--- config.mk ---
export PLATFORM = sky130hd
export DESIGN_NAME = dcv_debug_core
export DESIGN_NICKNAME = d
export VERILOG_FILES = /design/src/design/dcv_pkg.sv /design/src/design/dcv_debug_core.sv
export SDC_FILE = /design/constraint.sdc
export NUM_CORES = 1
export LEC_CHECK = 0
export BUFFER_PORTS_ARGS = -buffer_cell sky130_fd_sc_hd__buf_2
export CAP_MARGIN = 5
export CORE_UTILIZATION = 45
export CTS_CLUSTER_SIZE = 25
export DETAILED_ROUTE_END_ITERATION = 12
export HOLD_SLACK_MARGIN = 0.08
export MAX_ROUTING_LAYER = met4
export PLACE_DENSITY = 0.75
export SLEW_MARGIN = 5
export SYNTH_ARGS = -nofsm -noshare
export SYNTH_HDL_FRONTEND = slang
export SYNTH_SLANG_ARGS = --single-unit
export TNS_END_PERCENT = 100
--- constraint.sdc ---
create_clock -name clk -period 4.65 [get_ports clk]
set_input_delay 0.93 -clock clk [delete_from_list [all_inputs] [get_ports clk]]
set_output_delay 0.93 -clock clk [all_outputs]
set_load 0.02 [all_outputs]
--- src/design/dcv_pkg.sv ---
// Purpose: shared constants for the debug core register access and vector catch block
// Assumes: 32-bit apb data, one aligned word per register
// Notes:   offsets of the bus registers are local choices

package dcv_pkg;

  // register byte offsets on the apb
  localparam logic [11:0] DCV_OFS_SELECTOR = 12'h000;
  localparam logic [11:0] DCV_OFS_XFER     = 12'h004;
  localparam logic [11:0] DCV_OFS_MONCTL   = 12'h008;
  localparam logic [11:0] DCV_OFS_HALTCS   = 12'h00c;

  // core_reg_selector fields
  localparam int SEL_IDX_LSB = 0;
  localparam int SEL_IDX_W   = 5;
  localparam int SEL_DIR_BIT = 16;

  // debug_monitor_control fields
  localparam int MON_WATCH_EN_BIT  = 24;
  localparam int MON_HARD_CATCH_BIT = 10;
  localparam int MON_RST_CATCH_BIT = 0;
  localparam logic [31:0] MON_RESET_VAL = 32'h0000_0000;

  // halt_control_status fields
  localparam int HCS_DEBUG_EN_BIT = 0;
  localparam int HCS_HALT_REQ_BIT = 1;
  localparam int HCS_DONE_BIT     = 16;
  localparam int HCS_HALTED_BIT   = 17;
  localparam int HCS_VCATCH_BIT   = 18;

  // register indices named by this block; only the resume index is served inside it
  localparam logic [4:0] IDX_RESUME = 5'h0f;
  localparam logic [4:0] IDX_PSR    = 5'h10;

  localparam logic [31:0] DCV_ZERO = 32'h0000_0000;

  // halt sequencing, gray coded along run, drain, halted, exit
  typedef enum logic [1:0] {
    DCV_RUN   = 2'b00,
    DCV_DRAIN = 2'b01,
    DCV_HALT  = 2'b11,
    DCV_EXIT  = 2'b10
  } dcv_state_t;

endpackage

--- src/design/dcv_debug_core.sv ---
// Purpose: halting debug register transfer, resume address and vector catch control
// Assumes: core side signals are on clk; apb slave with zero wait states
// Notes:   rst is the power-on reset, localRst the core-local reset

// Behaviour
// RULE1: breakpoint halt resumes at breakpointed instruction
// RULE2: other events resume at next unexecuted instruction
// RULE3: earlier instructions complete before halting
// RULE4: resume address bit 0 reads zero, ignored
// RULE5: 32-bit transfer data register holds moved word
// RULE6: debugger treats transfer data undefined when indicated
// RULE7: selector write clears done; completion sets it
// RULE8: debugger writes core register via data first
// RULE9: debugger reads core register after done
// RULE10: transfer writes reach all status bits
// RULE11: leaving debug starts at overwritten resume address
// RULE12: power-on reset clears monitor control
// RULE13: local reset clears only watch enable
// RULE14: bit 24 globally enables watch unit
// RULE15: bit 10 traps hardfault when debug enabled
// RULE16: bit 0 catches local reset when enabled
// RULE17: caught exception halts at handler's first instruction
// RULE18: vector catch halts before any later instruction
// RULE19: late or derived exceptions may postpone catch
// RULE20: vector catch sets debug fault status bits
// RULE21: selector index bits 4:0, direction bit 16
// RULE22: reserved control bits read zero, ignore writes
module dcv_debug_core (
  // clock and resets
  input  wire logic        clk,
  input  wire logic        rst,
  input  wire logic        localRst,
  // apb slave
  input  wire logic        psel,
  input  wire logic        penable,
  input  wire logic        pwrite,
  input  wire logic [11:0] paddr,
  input  wire logic [31:0] pwdata,
  output logic             pready,
  output logic [31:0]      prdata,
  output logic             pslverr,
  // debug events from the core
  input  wire logic        dbgEvent,
  input  wire logic        dbgEventIsBkpt,
  input  wire logic [31:0] bkptPc,
  input  wire logic [31:0] nextPc,
  input  wire logic        coreQuiet,
  // exception entry from the core
  input  wire logic        excActive,
  input  wire logic        excIsHardFault,
  input  wire logic        excIsReset,
  input  wire logic        excPostpone,
  input  wire logic [31:0] handlerPc,
  // halt and resume control to the core
  output logic             coreHaltReq,
  output logic             inDebug,
  output logic             coreResume,
  output logic [31:0]      coreResumePc,
  // core register transfer port
  output logic             coreRegReq,
  output logic             coreRegWrite,
  output logic [4:0]       coreRegIdx,
  output logic [31:0]      coreRegWdata,
  input  wire logic [31:0] coreRegRdata,
  input  wire logic        coreRegAck,
  // side outputs
  output logic             watchUnitEnable,
  output logic             vcatchFaultSet
);
  import dcv_pkg::*;

  // register map as the debugger sees it
  //   selector      : index in the low five bits, direction above them
  //   transfer data : the word moved to or from the selected core register
  //   monitor ctl   : watch unit enable, hardfault catch, reset catch
  //   halt ctl/stat : debug enable, halt request, done, halted, catch flag
  // halt request stays set once halted; clearing it is the resume command
  // the catch flag is write-one-to-clear; a new catch wins over the clear
  // unmapped offsets answer with an error, read zero and drop writes
  //
  // transfer flow
  //   a selector write in debug state latches index and direction apart
  //   from the selector, so a careless rewrite cannot retarget a move
  //   the resume address index is served here, every other index goes out
  //   on the core register port and waits for its acknowledge
  //   done drops at the selector write and rises when the move lands
  //
  // halt flow
  //   run -> drain on an event, drain -> halted once the core is quiet,
  //   halted -> exit when the halt request is cleared, exit -> run
  //   a catch that meets a postponed exception entry is held pending and
  //   taken as soon as the core stops postponing
  //
  // resets
  //   power-on reset clears every control bit and the transfer state
  //   local reset only drops the watch unit enable; both catch enables
  //   and the debug state survive it

  typedef struct packed {
    // bookkeeping of the halt sequence
    dcv_state_t  state;
    // selector as written, and the target of the move in flight
    logic [4:0]  selIdx;
    logic        selDir;
    logic [4:0]  xferIdx;
    logic        xferDir;
    logic [31:0] xferData;
    // control bits the debugger writes
    logic        debugEn;
    logic        haltReq;
    logic        watchEn;
    logic        hardCatch;
    logic        rstCatch;
    // resume point and what caused the halt
    logic [31:0] resumeAddr;
    logic        evtBkpt;
    logic        evtVcatch;
    logic        vcatchPend;
    logic        done;
    logic        busy;
    logic        vcatchFlag;
    logic        vcatchPulse;
    logic        resumePulse;
    // bus answer held in flip-flops
    logic [31:0] rdata;
    logic        slvErr;
  } dcv_regs_t;

  dcv_regs_t s_r;
  dcv_regs_t s_nxt;

  logic        setup;
  logic        wrAcc;
  logic        catchRaw;
  logic        catchHit;
  logic [31:0] monCtl;
  logic [31:0] haltCs;

  // decode of an offset against the register map, used by read and write
  function automatic logic isMapped(input logic [11:0] a);
    isMapped = (a == DCV_OFS_SELECTOR) || (a == DCV_OFS_XFER) ||
               (a == DCV_OFS_MONCTL) || (a == DCV_OFS_HALTCS);
  endfunction

  // clear bit 0 of an address; used on capture and on debugger writes
  function automatic logic [31:0] halfAlign(input logic [31:0] a);
    halfAlign = {a[31:1], 1'b0};
  endfunction

  // read views; reserved bits stay zero
  always_comb begin
    monCtl = DCV_ZERO;
    monCtl[MON_WATCH_EN_BIT]   = s_r.watchEn;   // [RULE22]
    monCtl[MON_HARD_CATCH_BIT] = s_r.hardCatch;
    monCtl[MON_RST_CATCH_BIT]  = s_r.rstCatch;
    haltCs = DCV_ZERO;
    haltCs[HCS_DEBUG_EN_BIT] = s_r.debugEn;
    haltCs[HCS_HALT_REQ_BIT] = s_r.haltReq;
    haltCs[HCS_DONE_BIT]     = s_r.done;
    haltCs[HCS_HALTED_BIT]   = (s_r.state == DCV_HALT);
    haltCs[HCS_VCATCH_BIT]   = s_r.vcatchFlag;
  end

  // a catch needs debug enabled, its enable set and the exception active
  assign catchRaw = s_r.debugEn && excActive &&
                    ((excIsHardFault && s_r.hardCatch) ||              // [RULE15] [RULE17]
                     (excIsReset && s_r.rstCatch));                    // [RULE16]

  // postponement delays the halt, it never cancels it
  assign catchHit = (catchRaw || s_r.vcatchPend) && !excPostpone;      // [RULE19]

  assign setup = psel && !penable;
  assign wrAcc = psel && penable && pwrite;

  // next-state logic for the whole block
  always_comb begin
    s_nxt = s_r;
    s_nxt.vcatchPulse = 1'b0;
    s_nxt.resumePulse = 1'b0;

    // read data is prepared in the setup cycle so it leaves a flip-flop
    if (setup) begin
      s_nxt.slvErr = !isMapped(paddr);
      case (paddr)
        DCV_OFS_SELECTOR: begin
          s_nxt.rdata = DCV_ZERO;
          s_nxt.rdata[SEL_IDX_LSB +: SEL_IDX_W] = s_r.selIdx;
          s_nxt.rdata[SEL_DIR_BIT] = s_r.selDir;
        end
        DCV_OFS_XFER:   s_nxt.rdata = s_r.xferData;                      // [RULE5]
        DCV_OFS_MONCTL: s_nxt.rdata = monCtl;
        DCV_OFS_HALTCS: s_nxt.rdata = haltCs;
        default:        s_nxt.rdata = DCV_ZERO;
      endcase
    end

    // register writes take effect at the access edge
    if (wrAcc) begin
      case (paddr)
        DCV_OFS_XFER: begin
          // the word in flight to the core stays put until the move lands
          if (!s_r.busy) begin
            s_nxt.xferData = pwdata;                                     // [RULE5]
          end
        end
        DCV_OFS_MONCTL: begin
          s_nxt.watchEn   = pwdata[MON_WATCH_EN_BIT];                    // [RULE14]
          s_nxt.hardCatch = pwdata[MON_HARD_CATCH_BIT];
          s_nxt.rstCatch  = pwdata[MON_RST_CATCH_BIT];
        end
        DCV_OFS_HALTCS: begin
          s_nxt.debugEn = pwdata[HCS_DEBUG_EN_BIT];
          s_nxt.haltReq = pwdata[HCS_HALT_REQ_BIT];
          // writing the status word with the catch bit set clears it
          if (pwdata[HCS_VCATCH_BIT]) begin
            s_nxt.vcatchFlag = 1'b0;
          end
        end
        DCV_OFS_SELECTOR: begin
          s_nxt.selIdx = pwdata[SEL_IDX_LSB +: SEL_IDX_W];               // [RULE21]
          s_nxt.selDir = pwdata[SEL_DIR_BIT];
          // a new transfer starts only in debug state and not over a running one
          if (s_r.state == DCV_HALT && !s_r.busy) begin
            s_nxt.xferIdx = pwdata[SEL_IDX_LSB +: SEL_IDX_W];            // [RULE21]
            s_nxt.xferDir = pwdata[SEL_DIR_BIT];
            s_nxt.done = 1'b0;                                           // [RULE7]
            s_nxt.busy = 1'b1;
          end
        end
        default: ;
      endcase
    end

    // transfer engine; the resume address is kept locally, all else goes to the core
    if (s_r.busy) begin
      if (s_r.xferIdx == IDX_RESUME) begin
        if (s_r.xferDir) begin
          s_nxt.resumeAddr = halfAlign(s_r.xferData);                    // [RULE4] [RULE11]
        end else begin
          s_nxt.xferData = halfAlign(s_r.resumeAddr);                    // [RULE4]
        end
        s_nxt.busy = 1'b0;
        s_nxt.done = 1'b1;                                               // [RULE7]
      end else if (coreRegAck) begin
        // psr writes carry the full word; the core applies every bit
        if (!s_r.xferDir) begin
          s_nxt.xferData = coreRegRdata;                                 // [RULE10]
        end
        s_nxt.busy = 1'b0;
        s_nxt.done = 1'b1;                                               // [RULE7]
      end
    end

    // a catch held off by a late or derived exception entry waits here;
    // dropping it instead would lose the halt the debugger asked for
    if (catchRaw && excPostpone) begin
      s_nxt.vcatchPend = 1'b1;                                           // [RULE19]
    end
    // disabling halting debug forgets a pending catch
    if (!s_r.debugEn) begin
      s_nxt.vcatchPend = 1'b0;
    end

    // halt sequencing
    case (s_r.state)
      DCV_RUN: begin
        if (catchHit) begin
          // the handler has not run yet, so it resumes at its first word
          s_nxt.resumeAddr  = halfAlign(handlerPc);                      // [RULE17] [RULE18]
          s_nxt.vcatchFlag  = 1'b1;                                      // [RULE20]
          s_nxt.vcatchPulse = 1'b1;                                      // [RULE20]
          s_nxt.evtVcatch   = 1'b1;
          s_nxt.vcatchPend  = 1'b0;
          s_nxt.state       = DCV_DRAIN;
        end else if (s_r.debugEn && dbgEvent) begin
          s_nxt.evtBkpt   = dbgEventIsBkpt;
          s_nxt.evtVcatch = 1'b0;
          if (dbgEventIsBkpt) begin
            s_nxt.resumeAddr = halfAlign(bkptPc);                        // [RULE1]
          end
          s_nxt.state = DCV_DRAIN;
        end else if (s_r.debugEn && s_r.haltReq) begin
          s_nxt.evtBkpt   = 1'b0;
          s_nxt.evtVcatch = 1'b0;
          s_nxt.state     = DCV_DRAIN;
        end
      end
      DCV_DRAIN: begin
        // debug state is entered only once older instructions have retired
        if (coreQuiet) begin                                             // [RULE3]
          if (!s_r.evtBkpt && !s_r.evtVcatch) begin
            s_nxt.resumeAddr = halfAlign(nextPc);                        // [RULE2]
          end
          s_nxt.haltReq = 1'b1;
          s_nxt.done    = 1'b1;
          s_nxt.state   = DCV_HALT;
        end
      end
      DCV_HALT: begin
        // resume waits for any transfer in flight so the core port is idle
        if (!s_r.haltReq && !s_r.busy) begin
          s_nxt.resumePulse = 1'b1;
          s_nxt.state       = DCV_EXIT;
        end
      end
      DCV_EXIT: begin
        s_nxt.evtBkpt   = 1'b0;
        s_nxt.evtVcatch = 1'b0;
        s_nxt.state     = DCV_RUN;
      end
      default: s_nxt.state = DCV_RUN;
    endcase

    // local reset drops the watch unit but keeps both catch enables
    if (localRst) begin
      s_nxt.watchEn = 1'b0;                                              // [RULE13]
    end
  end

  // one register bank; power-on reset clears every control bit
  always_ff @(posedge clk or posedge rst) begin
    if (rst) begin
      s_r.state       <= DCV_RUN;
      s_r.selIdx      <= 5'h00;
      s_r.selDir      <= 1'b0;
      s_r.xferIdx     <= 5'h00;
      s_r.xferDir     <= 1'b0;
      s_r.xferData    <= DCV_ZERO;
      s_r.debugEn     <= 1'b0;
      s_r.haltReq     <= 1'b0;
      s_r.watchEn     <= MON_RESET_VAL[MON_WATCH_EN_BIT];                // [RULE12]
      s_r.hardCatch   <= MON_RESET_VAL[MON_HARD_CATCH_BIT];              // [RULE12]
      s_r.rstCatch    <= MON_RESET_VAL[MON_RST_CATCH_BIT];               // [RULE12]
      s_r.resumeAddr  <= DCV_ZERO;
      s_r.evtBkpt     <= 1'b0;
      s_r.evtVcatch   <= 1'b0;
      s_r.vcatchPend  <= 1'b0;
      s_r.done        <= 1'b0;
      s_r.busy        <= 1'b0;
      s_r.vcatchFlag  <= 1'b0;
      s_r.vcatchPulse <= 1'b0;
      s_r.resumePulse <= 1'b0;
      s_r.rdata       <= DCV_ZERO;
      s_r.slvErr      <= 1'b0;
    end else begin
      s_r <= s_nxt;
    end
  end

  // apb answer: zero wait states, data and error from flip-flops
  assign pready  = 1'b1;
  assign prdata  = s_r.rdata;
  assign pslverr = s_r.slvErr && psel && penable;

  // core side
  assign coreHaltReq     = (s_r.state == DCV_DRAIN);                     // [RULE18]
  assign inDebug         = (s_r.state == DCV_HALT);
  assign coreResume      = s_r.resumePulse;
  assign coreResumePc    = s_r.resumeAddr;                               // [RULE11]
  assign coreRegReq      = s_r.busy && (s_r.xferIdx != IDX_RESUME);
  assign coreRegWrite    = s_r.xferDir;
  assign coreRegIdx      = s_r.xferIdx;
  assign coreRegWdata    = s_r.xferData;                                 // [RULE10]
  assign watchUnitEnable = s_r.watchEn;                                  // [RULE14]
  assign vcatchFaultSet  = s_r.vcatchPulse;                              // [RULE20]

  // limitations
  //   only one move is in flight; a selector write while busy is stored
  //   but starts nothing, so the debugger must poll done first
  //   transfer data writes while busy are dropped to keep the word stable
  //   transfer data is not cleared on leaving debug state; the debugger
  //   must treat it as stale while the core runs
  //   a catch that meets a halt already in progress is not queued unless the exception entry is postponed
  //   the core must hold coreQuiet low until older work has retired,
  //   since the resume address for plain events is taken at that edge

endmodule

==> impl_metrics.yaml <==
setup_path:
  r2r_end: "coreResumePc[13]"
  r2r_start: "coreRegIdx[2]"
  criticalPathCategory: "flip-flop to output pin"
  cp_max_fo: 45
  ff2ff_path_depth: 4
  crit_end: "coreRegReq"
  arrival_ns: 2.40
  start_kind: "flip-flop"
  required_ns: 3.72
  critPathCaptureType: "output pin"
  rrSetupSlack_ns: 2.04
  cp-startpoint: "coreRegIdx[4]"
power_and_ir_drop:
  clock_power_share_pct: 38.6
  leakage_nw: 4.73
  powerDensity_nw_per_um2: 385
  combPwrFrac_pct: 23.2
  internal_power_mw: 2.43
  p_seq_share_pct: 38.2
  finalPower_mw: 3.48
  netSwitchingPower_mw: 1.05
  switching_share_pct: 30.1
  vdd_ir_drop_max_v: 0.000257
finish:
  n_antenna_cell: 0
  nNetsFinal: 1120
  ff_latch_area_um2: 3100
  drive_gt1_share_pct: 42.2
  multi_input_area_um2: 3460
  syn2layout_area_growth_pct: 18.5
  fin_cells: 1167
  final_design_area_no_fill_um2: 9050
  fin_util_pct: 54.6
  fillCellCount: 1515
global_route:
  antenna_found_initial: 0
  busiest_layer: "met2"
  grt_util_met1_pct: 40.2
  grt_use_met3_pct: 3.84
  grt.overflow.total: 0
  grt_pass1_vias: 6580
  grt_max_degree: 73
  grt_use_met2_pct: 46.8
  grt_pass1_wl_um: 38600
  grt.total_usage_pct: 30.0
floorplanning:
  die_h_um: 132
  start_util_pct: 46.0
  die_area_um2: 17500
  die_w_um: 132
  floorplan.core_area_um2: 16600
  ios: 296
  rows: 47
drt:
  dr.pass1.iters: 5
  routed-via-count: 6905
  drc: 0
  antenna_left: 0
  first_iter_violations: 721
  vias_per_cell: 5.92
  routed_wl_um: 25200
  wl_per_cell_um: 21.6
logic_synthesis:
  ys_ff_latch: 124
  synth_edf_count: 0
  yosys.area.top_type: "dfrtp_1"
  async_flop_share_pct: 100
  syn_inst: 776
  synth.avg_cell_area_um2: 9.84
  synth_top_area_share_pct: 40.6
  yosysUniqueCellTypes: 56
  post_synth_main_area_contributors: "dfrtp_1, buf_4, o211ai_1, a22o_1, mux2_4"
  synth.cell_area_um2: 7640
  ys_seq_area_share_pct: 40.6
  yosysWarnings: 0
  synth-main-ff-cell: "dfrtp_1"
  synth.net_count: 962
  post-synth-top-count-cell: "dfrtp_1"
  synthTopCellsByCount: "dfrtp_1, buf_4, nand2_1"
clocking:
  cts_resized: 0
  cts.sinks: 124
  root_buffer: "clkbuf_16"
  hold_buffers: 0
  post_cts_buffers: 0
  cts_tree: "done"
  clk_pin_slew_ns: 0.06
  clk_latency_ns: 0.42
  cts_buffers: 17
  htreeDepth: 4
  clockBufferDepth: 2
timing:
  rsz0062_at_grt: "no"
  hold_viol: 0
  layout_setup_ws_ns: 1.32
  holdWs_ns: 0.471
  slew_headroom_pct: 24.5
  final.min_clock_period_ns: 3.33
  tightestPinTransition_ns: 1.12
  clock_skew_ns: 0.00905
  tns_ns: 0
  period_share_pct: 71.6
  fmax_mhz: 301
  setup_viol: 0
  slew_viol_final: 0
placed_design:
  hpwl_um: 17400
  gp_congestion: 0.883
  placedCellCount: 1135
  dpl_worst_slack_ns: 1.46
  dpl-instance-area_um2: 8450
  port_buffers: 291
run_status:
  status: "finished clean"
min_path:
  hold_path_class: "flip-flop to flip-flop"
job:
  maxCapViolations: 0
[worst max-delay path, stage by stage (launching register included)]
cell     delay (ns)
dfrtp_1        0.40
and3b_2        0.50
buf_4          0.48
nand2_1        0.18
and2_1         0.21
buf_2          0.16
[worst min path at each step]
stage	start	end	slack, ns	cells past startpoint
2_1_floorplan	prdata[0]	prdata[0]	0.45	2
3_3_place_gp	haltCs[18]	haltCs[18]	0.46	1
3_5_place_dp	prdata[0]	prdata[0]	0.46	2
4_1_cts	prdata[0]	prdata[0]	0.48	2
5_1_grt	prdata[2]	prdata[2]	0.51	2
6_report	prdata[0]	prdata[0]	0.47	2
[power by group through the flow]
stage | Sequential (mW) | Combinational [mW] | Clock [mW]
CTS | 1.33 | 0.809 | 1.36
global route | 1.35 | 0.855 | 1.41
detailed placement | 1.35 | 0.805 | 0
floorplan | 1.30 | 0.718 | 0
finish | 1.33 | 0.808 | 1.34
global placement | 1.34 | 0.799 | 0
[flip-flops by register name, summed over array words and instances (netlist names)]
signal and cells:
monCtl 2, s_r 13, prdata 32, coreResume 1
haltCs 4, coreRegIdx 5, watchUnitEnable 1, coreResumePc 32
vcatchFaultSet 1, coreRegWdata 32, coreRegWrite 1
[per-layer routing]
metal / vias to the layer above / wire length [um]
li1: 3096 / -
met1: 3340 / 10900
met2: 415 / 12000
met3: 54 / 1840
met4: 0 / 554
met5: - / 0
[logic make-up (layout without fill, tap and decap cells)]
kind of cell           after synthesis  in the layout  share of synthesized area [%]
AO/OA/AOI/OAI                      241            241                           23.3
other                                1              1                         0.0491
buffers and inverters              175            346                           14.5
multiplexers                        51             51                           8.70
flip-flops                         124            124                           40.6
AND/OR/NAND/NOR                    184            184                           12.8
[cells in the final DEF, fill, tap and decap left out, types with 3 or more instances in the layout]
cell type | Yosys | routed
a22o_1 | 48 | 48
nand4_1 | 7 | 7
buf_2 | 11 | 291
inv_1 | 7 | 6
o31ai_1 | 4 | 4
or3_1 | 3 | 3
and3_1 | 37 | 37
nand2_1 | 81 | 81
buf_4 | 106 | 15
o211ai_1 | 67 | 67
clkbuf_16 | 0 | 17
mux2_2 | 17 | 17
a22oi_1 | 6 | 6
mux2_4 | 24 | 24
nor2_1 | 9 | 9
a21oi_1 | 36 | 36
dfrtp_1 | 124 | 124
a221o_1 | 26 | 26
clkinvlp_4 | 0 | 4
mux2i_1 | 9 | 9
nand3_1 | 18 | 18
clkinv_4 | 0 | 3
o21ai_0 | 38 | 38
[layout make-up]
type / instances / share of cell area, %
multi-input combinational: 477 / 38.2
inverter: 7 / 0.318
tap: 220 / 3.04
sequential: 124 / 34.3
clock buffer: 20 / 5.05
timing repair buffer: 307 / 17.6
clock inverter: 12 / 1.53
Note: power is estimated with default switching activity, not from simulation.
